<file path="src/common/vei_defines.svh">
`ifndef VEI_DEFINES_SVH
`define VEI_DEFINES_SVH

// ****************************************************************
// Register offsets
// ****************************************************************
`define VEI_OFF_IN_FMT     7'h02
`define VEI_OFF_VPROC      7'h03
`define VEI_OFF_TIO1       7'h04
`define VEI_OFF_TIO2       7'h05

// ****************************************************************
// Reset values and writable bit masks
// ****************************************************************
`define VEI_RST_IN_FMT     8'h00
`define VEI_RST_VPROC      8'hA0
`define VEI_RST_TIO1       8'h00
`define VEI_RST_TIO2       8'h00
`define VEI_MSK_IN_FMT     8'hE0
`define VEI_MSK_VPROC      8'hE0
`define VEI_MSK_TIO1       8'hBF
`define VEI_MSK_TIO2       8'h3B
`define VEI_RD_UNMAPPED    8'h00

// ****************************************************************
// Field positions
// ****************************************************************
`define VEI_FMT_MSB        7
`define VEI_FMT_LSB        5
`define VEI_VP_LPF         7
`define VEI_VP_LIMIT       6
`define VEI_VP_SCH         5
`define VEI_T1_BTIM        7
`define VEI_T1_BDIR        5
`define VEI_T1_BPOL        4
`define VEI_T1_SDIR        3
`define VEI_T1_HPOL        2
`define VEI_T1_VPOL        1
`define VEI_T1_FPOL        0
`define VEI_T2_CPOL        5
`define VEI_T2_CDIR        4
`define VEI_T2_ASPECT      3
`define VEI_T2_SRC_MSB     1
`define VEI_T2_SRC_LSB     0

// ****************************************************************
// Codes
// ****************************************************************
`define VEI_CODE_YC16      3'h0
`define VEI_CODE_YC8       3'h1
`define VEI_CODE_B656      3'h2
`define VEI_SRC_FIXED      2'h0
`define VEI_SRC_RTC        2'h2
`define VEI_SRC_HOST       2'h3
`define VEI_I2C_ADDR_HI    6'h10
`define VEI_FIELDS_NTSC    3'h3
`define VEI_FIELDS_PAL     3'h7
`define VEI_STEP_FIXED     32'h2000_0000

// ****************************************************************
// Timing
// ****************************************************************
`define VEI_CLK_PERIOD_NS  10
`define VEI_PIX_PERIOD_NS  40
`define VEI_PIX_HALF_CYC   ((`VEI_PIX_PERIOD_NS / 2) / `VEI_CLK_PERIOD_NS)

`endif

</file>
<file path="src/common/vei_pkg.sv">
package vei_pkg;

  typedef enum logic [1:0] {
    FMT_YC16,
    FMT_YC8,
    FMT_B656,
    FMT_RSVD
  } vei_fmt_type;

  typedef enum logic [2:0] {
    ST_IDLE,
    ST_ADDR,
    ST_ADDR_ACK,
    ST_WRITE,
    ST_WRITE_ACK,
    ST_READ,
    ST_READ_ACK
  } vei_state_type;

  typedef struct packed {
    logic blank;
    logic hsync;
    logic vsync;
    logic field_odd;
  } vei_timing_type;

  typedef struct packed {
    logic [7:0] in_fmt;
    logic [7:0] vproc;
    logic [7:0] tio1;
    logic [7:0] tio2;
  } vei_cfg_type;

  typedef struct packed {
    vei_fmt_type fmt;
    logic        luma_lpf;
    logic        comp_limit;
    logic        sch_reset_en;
    logic        square_pixel;
    logic [1:0]  step_src;
  } vei_mode_type;

endpackage

</file>
<file path="src/rtl/vei_sync2.sv">
`timescale 1ns/1ps
`default_nettype none

module vei_sync2 #(
  parameter int WIDTH = 1
) (
  // Clock and reset
  input  wire logic             clk,
  input  wire logic             rst_n,
  // Asynchronous in, synchronised out
  input  wire logic [WIDTH-1:0] d,
  output logic      [WIDTH-1:0] q
);

  logic [WIDTH-1:0] meta_q;

  always_ff @(posedge clk) begin
    if (!rst_n) begin
      meta_q <= '0;
      q      <= '0;
    end else begin
      meta_q <= d;
      q      <= meta_q;
    end
  end

endmodule

`default_nettype wire

</file>
<file path="src/rtl/vei_timing_cfg.sv">
// Notes on behaviour
// - Format bits 7-5 pick 16-bit YCbCr, 8-bit YCbCr or BT.656; others reserved.
// - Video processing bit 7 turns the luminance lowpass filter on.
// - Video processing bit 6 clamps composite active video near half sync height.
// - Bit 5 realigns subcarrier phase every 4 NTSC or 8 PAL fields; else never.
// - Timing bit 5 makes the blanking strobe an output; zero means input.
// - Timing bit 4 sets blanking polarity, high during blanking when one.
// - Timing bit 3 makes line and frame sync outputs, device is timing master.
// - Timing bit 2 sets line sync polarity, high during sync when one.
// - Timing bit 1 sets frame sync polarity, high during sync when one.
// - Timing bit 0 sets field polarity, high during odd fields when one.
// - Second timing bit 5 captures inputs in the high clock phase, else low.
// - Second timing bit 4 makes the pixel clock pin a driven output.
// - Second timing bit 3 selects square pixels, zero selects BT.601 rectangular.
// - Step source: 00 fixed, 10 ancillary real-time data, 11 host step; 01 reserved.
// - Reserved bits read as zero and writes to them are dropped.
// - Seven-bit pointer loads from first written byte, advances after each data byte.
`include "vei_defines.svh"
`timescale 1ns/1ps
`default_nettype none

module vei_timing_cfg
  import vei_pkg::*;
(
  // Clock and reset
  input  wire logic            clk,
  input  wire logic            rst_n,
  // Two-wire host port and address strap
  input  wire logic            scl_i,
  input  wire logic            sda_i,
  output logic                 sda_o,
  output logic                 sda_oe,
  input  wire logic            sa_i,
  // Pixel clock pin
  input  wire logic            pix_clk_i,
  output logic                 pix_clk_o,
  output logic                 pix_clk_oe,
  // Pixel data pins
  input  wire logic [15:0]     pixel_i,
  // Timing pins
  input  wire logic            blank_i,
  output logic                 blank_o,
  output logic                 blank_oe,
  input  wire logic            hsync_i,
  output logic                 hsync_o,
  output logic                 hsync_oe,
  input  wire logic            vsync_i,
  output logic                 vsync_o,
  output logic                 vsync_oe,
  input  wire logic            field_i,
  output logic                 field_o,
  output logic                 field_oe,
  // Internal timing generator and step sources
  input  wire vei_timing_type  mst_tim,
  input  wire logic            pal_mode,
  input  wire logic [31:0]     rtc_step,
  input  wire logic [31:0]     host_step,
  // Datapath controls
  output vei_mode_type         mode,
  output vei_timing_type       tim,
  output logic [15:0]          pix_data,
  output logic                 pix_valid,
  output logic                 sch_realign,
  output logic [31:0]          phase_step
);

  // ****************************************************************
  // Pin synchronisers
  // ****************************************************************
  logic [23:0] raw_w;
  logic [23:0] syn_w;

  assign raw_w = {pixel_i, field_i, vsync_i, hsync_i, blank_i, pix_clk_i, sa_i, sda_i, scl_i};

  vei_sync2 #(.WIDTH(24)) u_sync (
    .clk   (clk),
    .rst_n (rst_n),
    .d     (raw_w),
    .q     (syn_w)
  );

  wire        scl_s   = syn_w[0];
  wire        sda_s   = syn_w[1];
  wire        sa_s    = syn_w[2];
  wire        pix_s   = syn_w[3];
  wire        blank_s = syn_w[4];
  wire        hsync_s = syn_w[5];
  wire        vsync_s = syn_w[6];
  wire        field_s = syn_w[7];
  wire [15:0] pixel_s = syn_w[23:8];

  // ****************************************************************
  // Two-wire slave
  // ****************************************************************
  vei_state_type state_q;
  logic          scl_p_q;
  logic          sda_p_q;
  logic [3:0]    cnt_q;
  logic [7:0]    shift_q;
  logic [7:0]    tx_q;
  logic [6:0]    ptr_q;
  logic          rw_q;
  logic          first_q;
  logic          nack_q;
  logic          drive_q;
  logic [7:0]    rd_byte;
  vei_cfg_type   cfg_q;
  vei_cfg_type   eff_q;

  wire scl_rise = scl_s & ~scl_p_q;
  wire scl_fall = ~scl_s & scl_p_q;
  wire start_w  = scl_s & scl_p_q & sda_p_q & ~sda_s;
  wire stop_w   = scl_s & scl_p_q & ~sda_p_q & sda_s;
  wire addr_hit = (shift_q[7:1] == {`VEI_I2C_ADDR_HI, sa_s});
  wire wr_stb   = scl_fall & (state_q == ST_WRITE) & (cnt_q == 4'h8) & ~first_q;

  // Bytes past the four local registers read as zero.
  assign rd_byte = (ptr_q == `VEI_OFF_IN_FMT) ? cfg_q.in_fmt :
                   (ptr_q == `VEI_OFF_VPROC)  ? cfg_q.vproc  :
                   (ptr_q == `VEI_OFF_TIO1)   ? cfg_q.tio1   :
                   (ptr_q == `VEI_OFF_TIO2)   ? cfg_q.tio2   : `VEI_RD_UNMAPPED;

  assign sda_o  = 1'b0;
  assign sda_oe = drive_q;

  always_ff @(posedge clk) begin
    if (!rst_n) begin
      scl_p_q <= 1'b0;
      sda_p_q <= 1'b0;
    end else begin
      scl_p_q <= scl_s;
      sda_p_q <= sda_s;
    end
  end

  // Start and stop are honoured in every state so a lost host can always recover.
  always_ff @(posedge clk) begin
    if (!rst_n) begin
      state_q <= ST_IDLE;
      cnt_q   <= 4'h0;
      shift_q <= 8'h00;
      tx_q    <= 8'h00;
      ptr_q   <= 7'h00;
      rw_q    <= 1'b0;
      first_q <= 1'b0;
      nack_q  <= 1'b0;
      drive_q <= 1'b0;
    end else if (start_w) begin
      state_q <= ST_ADDR;
      cnt_q   <= 4'h0;
      drive_q <= 1'b0;
    end else if (stop_w) begin
      state_q <= ST_IDLE;
      drive_q <= 1'b0;
    end else if (scl_rise) begin
      if (state_q == ST_ADDR || state_q == ST_WRITE) begin
        shift_q <= {shift_q[6:0], sda_s};
        cnt_q   <= cnt_q + 4'h1;
      end
      if (state_q == ST_READ_ACK) begin
        nack_q <= sda_s;
      end
    end else if (scl_fall) begin
      unique case (state_q)
        ST_IDLE: begin
          state_q <= ST_IDLE;
        end
        ST_ADDR: begin
          if (cnt_q == 4'h8) begin
            if (addr_hit) begin
              state_q <= ST_ADDR_ACK;
              drive_q <= 1'b1;
              rw_q    <= shift_q[0];
            end else begin
              state_q <= ST_IDLE;
            end
          end
        end
        ST_ADDR_ACK: begin
          cnt_q   <= 4'h0;
          first_q <= ~rw_q;
          if (rw_q) begin
            state_q <= ST_READ;
            tx_q    <= {rd_byte[6:0], 1'b0};
            drive_q <= ~rd_byte[7];
          end else begin
            state_q <= ST_WRITE;
            drive_q <= 1'b0;
          end
        end
        ST_WRITE: begin
          if (cnt_q == 4'h8) begin
            state_q <= ST_WRITE_ACK;
            drive_q <= 1'b1;
            first_q <= 1'b0;
            if (first_q) begin
              ptr_q <= shift_q[6:0];
            end else begin
              ptr_q <= ptr_q + 7'h01;
            end
          end
        end
        ST_WRITE_ACK: begin
          state_q <= ST_WRITE;
          drive_q <= 1'b0;
          cnt_q   <= 4'h0;
        end
        ST_READ: begin
          if (cnt_q == 4'h7) begin
            state_q <= ST_READ_ACK;
            drive_q <= 1'b0;
            ptr_q   <= ptr_q + 7'h01;
          end else begin
            drive_q <= ~tx_q[7];
            tx_q    <= {tx_q[6:0], 1'b0};
            cnt_q   <= cnt_q + 4'h1;
          end
        end
        ST_READ_ACK: begin
          if (nack_q) begin
            state_q <= ST_IDLE;
          end else begin
            state_q <= ST_READ;
            cnt_q   <= 4'h0;
            tx_q    <= {rd_byte[6:0], 1'b0};
            drive_q <= ~rd_byte[7];
          end
        end
      endcase
    end
  end

  // ****************************************************************
  // Configuration registers
  // ****************************************************************
  wire hit_in = wr_stb & (ptr_q == `VEI_OFF_IN_FMT);
  wire hit_vp = wr_stb & (ptr_q == `VEI_OFF_VPROC);
  wire hit_t1 = wr_stb & (ptr_q == `VEI_OFF_TIO1);
  wire hit_t2 = wr_stb & (ptr_q == `VEI_OFF_TIO2);

  always_ff @(posedge clk) begin
    if (!rst_n) begin
      cfg_q <= {`VEI_RST_IN_FMT, `VEI_RST_VPROC, `VEI_RST_TIO1, `VEI_RST_TIO2};
    end else begin
      if (hit_in) cfg_q.in_fmt <= shift_q & `VEI_MSK_IN_FMT;
      if (hit_vp) cfg_q.vproc  <= shift_q & `VEI_MSK_VPROC;
      if (hit_t1) cfg_q.tio1   <= shift_q & `VEI_MSK_TIO1;
      if (hit_t2) cfg_q.tio2   <= shift_q & `VEI_MSK_TIO2;
    end
  end

  // ****************************************************************
  // Pixel clock and capture edge
  // ****************************************************************
  // Direction and phase act straight from the register, so the block
  // cannot lock itself out of a stopped external clock.
  logic [3:0] div_q;
  logic       pclk_q;
  logic       ref_p_q;

  wire ref_w = cfg_q.tio2[`VEI_T2_CDIR] ? pclk_q : pix_s;
  wire cap_w = cfg_q.tio2[`VEI_T2_CPOL] ? (ref_w & ~ref_p_q) : (~ref_w & ref_p_q);

  assign pix_clk_o  = pclk_q;
  assign pix_clk_oe = cfg_q.tio2[`VEI_T2_CDIR];

  always_ff @(posedge clk) begin
    if (!rst_n) begin
      div_q   <= 4'h0;
      pclk_q  <= 1'b0;
      ref_p_q <= 1'b0;
    end else begin
      ref_p_q <= ref_w;
      if (div_q == 4'(`VEI_PIX_HALF_CYC - 1)) begin
        div_q  <= 4'h0;
        pclk_q <= ~pclk_q;
      end else begin
        div_q <= div_q + 4'h1;
      end
    end
  end

  // Working copy of the configuration, moved on each capture edge.
  always_ff @(posedge clk) begin
    if (!rst_n) begin
      eff_q <= {`VEI_RST_IN_FMT, `VEI_RST_VPROC, `VEI_RST_TIO1, `VEI_RST_TIO2};
    end else if (cap_w) begin
      eff_q <= cfg_q;
    end
  end

  // ****************************************************************
  // Mode decode
  // ****************************************************************
  wire [2:0] fmt_code = eff_q.in_fmt[`VEI_FMT_MSB:`VEI_FMT_LSB];
  wire [1:0] src_w    = eff_q.tio2[`VEI_T2_SRC_MSB:`VEI_T2_SRC_LSB];

  assign mode.fmt = (fmt_code == `VEI_CODE_YC16) ? FMT_YC16 :
                    (fmt_code == `VEI_CODE_YC8)  ? FMT_YC8  :
                    (fmt_code == `VEI_CODE_B656) ? FMT_B656 : FMT_RSVD;
  assign mode.luma_lpf     = eff_q.vproc[`VEI_VP_LPF];
  assign mode.comp_limit   = eff_q.vproc[`VEI_VP_LIMIT];
  assign mode.sch_reset_en = eff_q.vproc[`VEI_VP_SCH];
  // Square pixels with BT.656 input are left to the host to avoid.
  assign mode.square_pixel = eff_q.tio2[`VEI_T2_ASPECT];
  assign mode.step_src     = src_w;

  // ****************************************************************
  // Timing pins
  // ****************************************************************
  wire bdir = eff_q.tio1[`VEI_T1_BDIR];
  wire btim = eff_q.tio1[`VEI_T1_BTIM];
  wire sdir = eff_q.tio1[`VEI_T1_SDIR];
  wire bpol = eff_q.tio1[`VEI_T1_BPOL];
  wire hpol = eff_q.tio1[`VEI_T1_HPOL];
  wire vpol = eff_q.tio1[`VEI_T1_VPOL];
  wire fpol = eff_q.tio1[`VEI_T1_FPOL];

  vei_timing_type tim_w;

  assign tim_w.blank     = bdir ? mst_tim.blank : (blank_s ~^ bpol);
  assign tim_w.hsync     = sdir ? mst_tim.hsync : (hsync_s ~^ hpol);
  assign tim_w.vsync     = sdir ? mst_tim.vsync : (vsync_s ~^ vpol);
  assign tim_w.field_odd = sdir ? mst_tim.field_odd : (field_s ~^ fpol);

  assign blank_oe = bdir;
  assign hsync_oe = sdir;
  assign vsync_oe = sdir;
  assign field_oe = sdir;

  always_ff @(posedge clk) begin
    if (!rst_n) begin
      blank_o <= 1'b0;
      hsync_o <= 1'b0;
      vsync_o <= 1'b0;
      field_o <= 1'b0;
    end else begin
      blank_o <= mst_tim.blank ~^ bpol;
      hsync_o <= mst_tim.hsync ~^ hpol;
      vsync_o <= mst_tim.vsync ~^ vpol;
      field_o <= mst_tim.field_odd ~^ fpol;
    end
  end

  // ****************************************************************
  // Pixel capture, field count and phase step
  // ****************************************************************
  logic [2:0]  fcnt_q;
  logic [31:0] step_w;

  wire take_w  = cap_w & ~tim_w.blank & ((bdir & ~btim) ? ~tim.blank : 1'b1);
  wire fld_evt = cap_w & (tim_w.field_odd != tim.field_odd);
  wire [2:0] f_lim = pal_mode ? `VEI_FIELDS_PAL : `VEI_FIELDS_NTSC;
  wire f_wrap  = (fcnt_q == f_lim);

  // The reserved source code keeps the last step rather than glitching.
  assign step_w = (src_w == `VEI_SRC_FIXED) ? `VEI_STEP_FIXED :
                  (src_w == `VEI_SRC_RTC)   ? rtc_step       :
                  (src_w == `VEI_SRC_HOST)  ? host_step      : phase_step;

  always_ff @(posedge clk) begin
    if (!rst_n) begin
      tim         <= '0;
      pix_data    <= 16'h0000;
      pix_valid   <= 1'b0;
      fcnt_q      <= 3'h0;
      sch_realign <= 1'b0;
      phase_step  <= `VEI_STEP_FIXED;
    end else begin
      if (cap_w) tim <= tim_w;
      if (take_w) pix_data <= pixel_s;
      pix_valid   <= take_w;
      if (fld_evt) fcnt_q <= f_wrap ? 3'h0 : fcnt_q + 3'h1;
      sch_realign <= fld_evt & f_wrap & eff_q.vproc[`VEI_VP_SCH];
      phase_step  <= step_w;
    end
  end
endmodule

`default_nettype wire

</file>
<file path="config.mk">
export PLATFORM = sky130hd
export DESIGN_NAME = vei_timing_cfg
export DESIGN_NICKNAME = d
export VERILOG_FILES = /design/src/common/vei_pkg.sv /design/src/rtl/vei_sync2.sv /design/src/rtl/vei_timing_cfg.sv
export VERILOG_INCLUDE_DIRS = /design/src /design/src/common
export SDC_FILE = /design/constraint.sdc
export NUM_CORES = 1
export LEC_CHECK = 0
export ABC_AREA = 1
export BUFFER_PORTS_ARGS = -buffer_cell sky130_fd_sc_hd__buf_4
export CAP_MARGIN = 20
export CORE_MARGIN = 2
export CORE_UTILIZATION = 45
export DETAILED_ROUTE_END_ITERATION = 16
export GPL_TIMING_DRIVEN = 0
export PLACE_DENSITY = 0.71
export SETUP_SLACK_MARGIN = 0.15
export SLEW_MARGIN = 5
export SYNTH_ARGS = -nofsm -noshare
export SYNTH_HDL_FRONTEND = slang
export SYNTH_HIERARCHICAL = 1
export SYNTH_SLANG_ARGS = --single-unit
</file>
<file path="constraint.sdc">
create_clock -name clk -period 1.53 [get_ports clk]
set_clock_uncertainty 0.05 [all_clocks]
set_input_delay 0.153 -clock clk [delete_from_list [all_inputs] [get_ports clk]]
set_output_delay 0.153 -clock clk [all_outputs]
set_load 0.05 [all_outputs]
</file>
# == Word level (Yosys, flattened, before mapping) ==
# Cells that the tools add are included.
# op_classes
n_eq_ne,34
n_mux,52
addsub,4
n_bitwise,48
n_reduce_logical,27
# op_table
cell,count
two-way mux 32 bit,2
two-way mux 8 bit,6
one-hot mux 8 bit (3 select lines),1
bitwise AND 1 bit,22
two-way mux 3 bit,7
two-way mux 7 bit,3
one-hot mux 3 bit (7 select lines),1
AND reduction 7 bit,3
two-way mux 4 bit,5
two-way mux 1 bit,19
NOT 1 bit,18
"equality test 7 x 2 -> 1 bit, second input constant",2
"equality test 7 x 3 -> 1 bit, second input constant",2
one-hot mux 7 bit (2 select lines),1
"inequality test 2 bit, second input constant",6
one-hot mux 4 bit (3 select lines),1
AND reduction 6 bit,2
AND reduction 5 bit,2
"equality test 3 x 2 -> 1 bit, second input constant",3
"equality test 3 bit, second input constant",3
"adder 4 x 1 -> 4 bit, second input constant",2
"inequality test 4 bit, second input constant",2
AND reduction 4 bit,2
AND reduction 8 bit,1
28 further kinds,49
# totals
reg_bits,185
input_bits,95
word_cells,203

# == Depth between registers and ports, before layout ==
# depth
word_depth,8
depth_mapped,12
mapped_depth_nobuf,12

# == Modules after synthesis ==
# Netlist, hierarchy kept.
# modules_own_cells
module,instances,cells_per_inst,area_each_um2,seq_area_each_um2
vei_timing_cfg,1,835,6115.9,2722.6
vei_sync2,1,149,1361.3,960.9

# == Least setup slack after synthesis ==
# OpenSTA, ideal clock, no wires.
# synth_timing
kind,register to register
start,"reg pclk_q, in the netlist pix_clk_o"
end,reg eff_q (netlist bit mode[2])
n_path_buf,2
stages_incl_launch_ff,11
arrival_time_ns,1.686
path_slack_ns,-0.325
period_less_slack_ns,1.855
path_cell_list,dfxtp_1 inv_1 nand2_1 o21ai_1 a21o_1 nand2_1 buf_2 inv_1 buf_2 o21ai_0 a21oi_1
# synth_between
elab_chain_len,4
elab_cells_between_ends,5
# synth_lines
element,line,text
from (decl),vei_timing_cfg.sv:258,logic pclk_q;
from (signal assigned),vei_timing_cfg.sv:276,pclk_q <= ~pclk_q;
two-way mux 1 bit (*),vei_timing_cfg.sv:261,wire ref_w = cfg_q.tio2[`VEI_T2_CDIR] ? pclk_q : pix_s;
NOT 1 bit,vei_timing_cfg.sv:262,wire cap_w = cfg_q.tio2[`VEI_T2_CPOL] ? (ref_w & ~ref_p_q) : (~ref_w & ref_p_q);
bitwise AND 1 bit,vei_timing_cfg.sv:262,
two-way mux 1 bit (*),vei_timing_cfg.sv:262,
to (signal assigned),vei_timing_cfg.sv:286,"eff_q <= {`VEI_RST_IN_FMT, `VEI_RST_VPROC, `VEI_RST_TIO1, `VEI_RST_TIO2};"
to (signal assigned),vei_timing_cfg.sv:288,eff_q <= cfg_q;
to (decl),vei_timing_cfg.sv:108,vei_cfg_type eff_q;
# Mark *: on every way between the ends. The rest lies on a longest branch, timed or not.
# A chain may end at the register's enable or synchronous reset.

# == Final worst setup path ==
# layout_timing
start,reg scl_p_q
end,reg ptr_q[1]
# layout_between
elab_chain_len,5
elab_cells_between_ends,12
# layout_lines
element,line,text
from (decl),vei_timing_cfg.sv:96,logic scl_p_q;
from (signal assigned),vei_timing_cfg.sv:131,scl_p_q <= scl_s;
bitwise AND 1 bit,"vei_timing_cfg.sv:112, vei_timing_cfg.sv:113",
bitwise AND 1 bit (on tied branches) (2 in series),"vei_timing_cfg.sv:112, vei_timing_cfg.sv:113",
NOT 1 bit (no line),--,
AND reduction 7 bit (no line) (*),--,
to (signal assigned),vei_timing_cfg.sv:197,ptr_q <= shift_q[6:0];
to (signal assigned),vei_timing_cfg.sv:199,ptr_q <= ptr_q + 7'h01;
to (signal assigned),vei_timing_cfg.sv:212,ptr_q <= ptr_q + 7'h01;
to (decl),vei_timing_cfg.sv:101,logic [6:0] ptr_q;
# Marks and branches as above.

==> impl_results.rst <==
.. list-table::
   :header-rows: 1

   * - Metric
     - Value
   * - Cell type with the highest aggregate area in the netlist
     - sky130_fd_sc_hd__dfxtp_1
   * - Final Critical Period
     - 1.65 ns
   * - Final Core Density
     - 78.4%
   * - Result of the run
     - finished, violations left
   * - Crit path largest cell delay
     - 0.38 ns
   * - Worst setup slack after layout
     - -0.115 ns
   * - CTS root buf
     - sky130_fd_sc_hd__clkbuf_16
   * - Max H-tree Level
     - 4
   * - Clock-pin transition on the worst setup and hold timing paths
     - 0.08 ns
   * - Cell leakage power
     - 5.68 nW
   * - Buffer depth of the longest clock path
     - 2
   * - Number of antenna violations at the first check in global routing
     - 0
   * - Pin count of the biggest net entering global routing
     - 21
   * - Portion of the post-synthesis area used by sequential elements
     - 49.3%
   * - Y dimension of the die
     - 133 um
   * - Worst reg2reg setup slack
     - -0.12 ns
   * - Tightest Pin Transition
     - 0.851 ns
   * - Antenna Violating Nets Remaining
     - 0
   * - Type of the worst min-delay path
     - input port to flip-flop
   * - Max stage delay cell, worst path
     - sky130_fd_sc_hd__dfxtp_4
   * - Die width
     - 133 um
   * - Instance area after placement
     - 9300 um^2
   * - Wire length of the first global-routing pass
     - 37.8 mm
   * - Tot GR Track Use
     - 26.6%
   * - Multi-input gate area
     - 4250 um^2
   * - Top cells by area in the synthesized netlist
     - sky130_fd_sc_hd__dfxtp_1 49%, sky130_fd_sc_hd__nand2_1 9.9%, sky130_fd_sc_hd__o21ai_0 7.8%, sky130_fd_sc_hd__nor2_1 5.3%, sky130_fd_sc_hd__inv_1 5.1%
   * - Commonest non-fill, non-tap cells in the layout
     - 218 x sky130_fd_sc_hd__buf_4, 173 x sky130_fd_sc_hd__nand2_1, 160 x sky130_fd_sc_hd__dfxtp_1
   * - Crit path launch
     - scl_p_q
   * - Sum of negative setup slack
     - -1.93 ns
   * - Crit. End Element
     - flip-flop
   * - Worst hold margin
     - 0.120 ns
   * - Number of distinct library cells after synthesis
     - 38
   * - Number of cells in the design after placement
     - 1371
   * - Peak VDD IR
     - 0.828 mV
   * - Yosys reg bits
     - 184
   * - GPL Wtd Cong
     - 0.883
   * - Capturing point of the worst reg2reg path
     - ptr_q[1]
   * - Worst setup path endpoint
     - ptr_q[1]
   * - Post-DR wirelength/cell
     - 16.9 um
   * - Vias in the first global route
     - 7774
   * - Area grow syn2layout
     - 71.9%
   * - PortBufs
     - 167
   * - Total of warnings raised by yosys
     - 6
   * - Pwr dens
     - 895 nW/um^2
   * - Area taken by flip-flops and latches
     - 3750 um^2
   * - Mean cell area of the mapped netlist
     - 7.60 um^2
   * - Number of vias in the routed layout
     - 8252
   * - Worst-case reg-to-reg path depth
     - 9
   * - Total iterations of the first detailed-routing run
     - 7
   * - Post-Layout Inst Area
     - 12900 um^2
   * - Relative slew margins
     - 43.3%
   * - Worst EP required
     - 1.79 ns
   * - Post-synthesis cell count
     - 984
   * - DRC
     - 0
   * - Core Region
     - 16400 um^2
   * - Vias per cell
     - 5.23
   * - Clock latency on the worst-skew pair
     - 0.44 ns
   * - TritonCTS clock tree
     - done
   * - Setup violators final
     - 47
   * - Final hold viol count
     - 0
   * - Net count after synthesis
     - 1092
   * - Total congestion overflow after global routing
     - 0
   * - Top cell type's share of synthesized area
     - 49.3%
   * - Total routed wirelength
     - 26.6 mm
   * - Number of top-level pins
     - 169
   * - Final count of pins violating max slew
     - 0
   * - Number of standard cells in the layout, taps in and fillers out
     - 1578
   * - Count of routing violations after the opening detailed-route iteration
     - 432
   * - RSZ-0062 raised after global routing
     - true
   * - Fill count
     - 947
   * - Area of the die
     - 17700 um^2
   * - Type of the worst setup path
     - flip-flop to flip-flop
   * - Inserted Clock Buffers
     - 17
   * - Detailed placement HPWL
     - 14.2 mm
   * - Row cnt
     - 47
   * - Antenna diode instance count
     - 0
   * - Portion of the clock cycle consumed by the worst path in the final layout
     - 108%
   * - Share of layout cells above drive strength 1
     - 44.3%
   * - Critical path startpoint category
     - flip-flop
   * - Highest clock rate
     - 608 MHz
   * - Violations in the final reports
     - negative setup slack
   * - Number of nets in the finished design
     - 1453
   * - Cell-by-cell listing of the critical path
     - ha_4 -> inv_4 -> nor3_4 -> nor2_4 -> nand2_4 -> nor2_4 -> nand2_4 -> o21ai_2 -> a21oi_1
   * - Signal arrival time at the worst endpoint
     - 1.91 ns
   * - Max capacitance violation total
     - 0
   * - Count of clock tree sinks
     - 184
   * - Biggest fanout along the worst timing path
     - 8
   * - Effective utilization at floorplan
     - 45.6%
   * - Most frequent standard cell in the layout excluding fill and tap cells
     - sky130_fd_sc_hd__buf_4
   * - Syn Std Cell Area
     - 7480 um^2
   * - Worst R2R Start
     - scl_p_q
report_power, final:
part	internal (mW)	total, mW	leakage [nW]	switching (mW)
Combinational	0.844	1.82	3.86	0.980
Sequential	4.93	5.04	1.51	0.112
Clock	2.39	4.64	0.307	2.25
Total	8.16	11.5	5.68	3.34
worst min-delay path by stage:
stage	from	endpoint	slack, ns	cells after the start
finish	rst_n	u_sync/meta_q[3]	0.12	4
global route	rst_n	u_sync/q[21]	0.13	4
CTS	rst_n	u_sync/meta_q[1]	0.12	4
detailed placement	pixel_i[6]	u_sync/meta_q[14]	0.29	3
global placement	pixel_i[14]	u_sync/meta_q[22]	0.29	3
floorplan	scl_i	u_sync/meta_q[0]	0.20	2
what timing repair did:
action	4_1_cts	5_1_grt
resized for setup	197	221
buffers inserted	38	32
setup endpoints to repair	117	124
hold buffers	93	0
pin swaps	72	69
cloned	11	2
endpoints found under the hold margin	63	0
critical path, delay by kind of cell (launching register included):
family | cells | cell delay (ns)
flip-flops | 1 | 0.38
AND/OR/NAND/NOR | 5 | 0.64
buffers and inverters | 1 | 0.06
adder cells (fa/ha/maj) | 1 | 0.19
AO/OA/AOI/OAI | 2 | 0.19
synthesized netlist by cell type, drive strengths merged:
master,instances
a21o,1
inv,116
o31ai,1
xor2,8
nand3,37
or2,2
o21bai,1
conb,1
nand3b,2
nor2,114
xnor2,3
nand2,203
nor3,5
a31oi,35
clkinv,2
dfxtp,184
clkbuf,26
ha,13
a21oi,64
a211oi,6
nor4,1
buf,25
nand4,4
a311oi,1
o21ai,121
o211ai,8
flip-flops by register name, summed over array words and instances (netlist names), 6 cells and up:
register	flops
u_sync/meta_q	24
ptr_q	7
tx_q	7
eff_q	6
cfg_q	17
shift_q	8
pix_data	16
mode	6
u_sync/q	24
phase_step	32
logic make-up (layout without fill, tap and decap cells):
group / Yosys count / after routing / share of synthesized area, %
adder cells (fa/ha/maj): 13 / 13 / 2.18
flip-flops: 184 / 184 / 49.3
AND/OR/NAND/NOR: 368 / 371 / 20.4
XOR/XNOR: 11 / 11 / 1.29
buffers and inverters: 169 / 540 / 9.59
other: 1 / 1 / 0.0502
AO/OA/AOI/OAI: 238 / 238 / 17.2
layout make-up:
type / instances / share of cell area (%)
plain buffers: 51 / 3.18
clock buffers: 17 / 3.31
clock inverters: 15 / 1.60
inverters: 118 / 4.09
multi-input cells: 634 / 33.0
flip-flops and latches: 184 / 29.2
well taps: 220 / 2.14
repair buffers: 339 / 23.5
stage by stage:
stage                     setup slack (ns)  power (mW)
after floorplan                     0.0409        5.87
after global placement              -0.265        6.31
after detailed placement            -0.302        6.33
after CTS                          -0.0297        11.2
after global routing                -0.192        11.9
final                               -0.115        11.5
routing by layer:
metal	share of wire, %	track usage (%)	vias up
li1	-	-	3907
met1	38	31.2	3924
met2	53	47.7	330
met3	5.7	5.40	91
met4	3.5	10.2	0
met5	0	0	-
No activity file was read; power rests on OpenSTA's default activity.
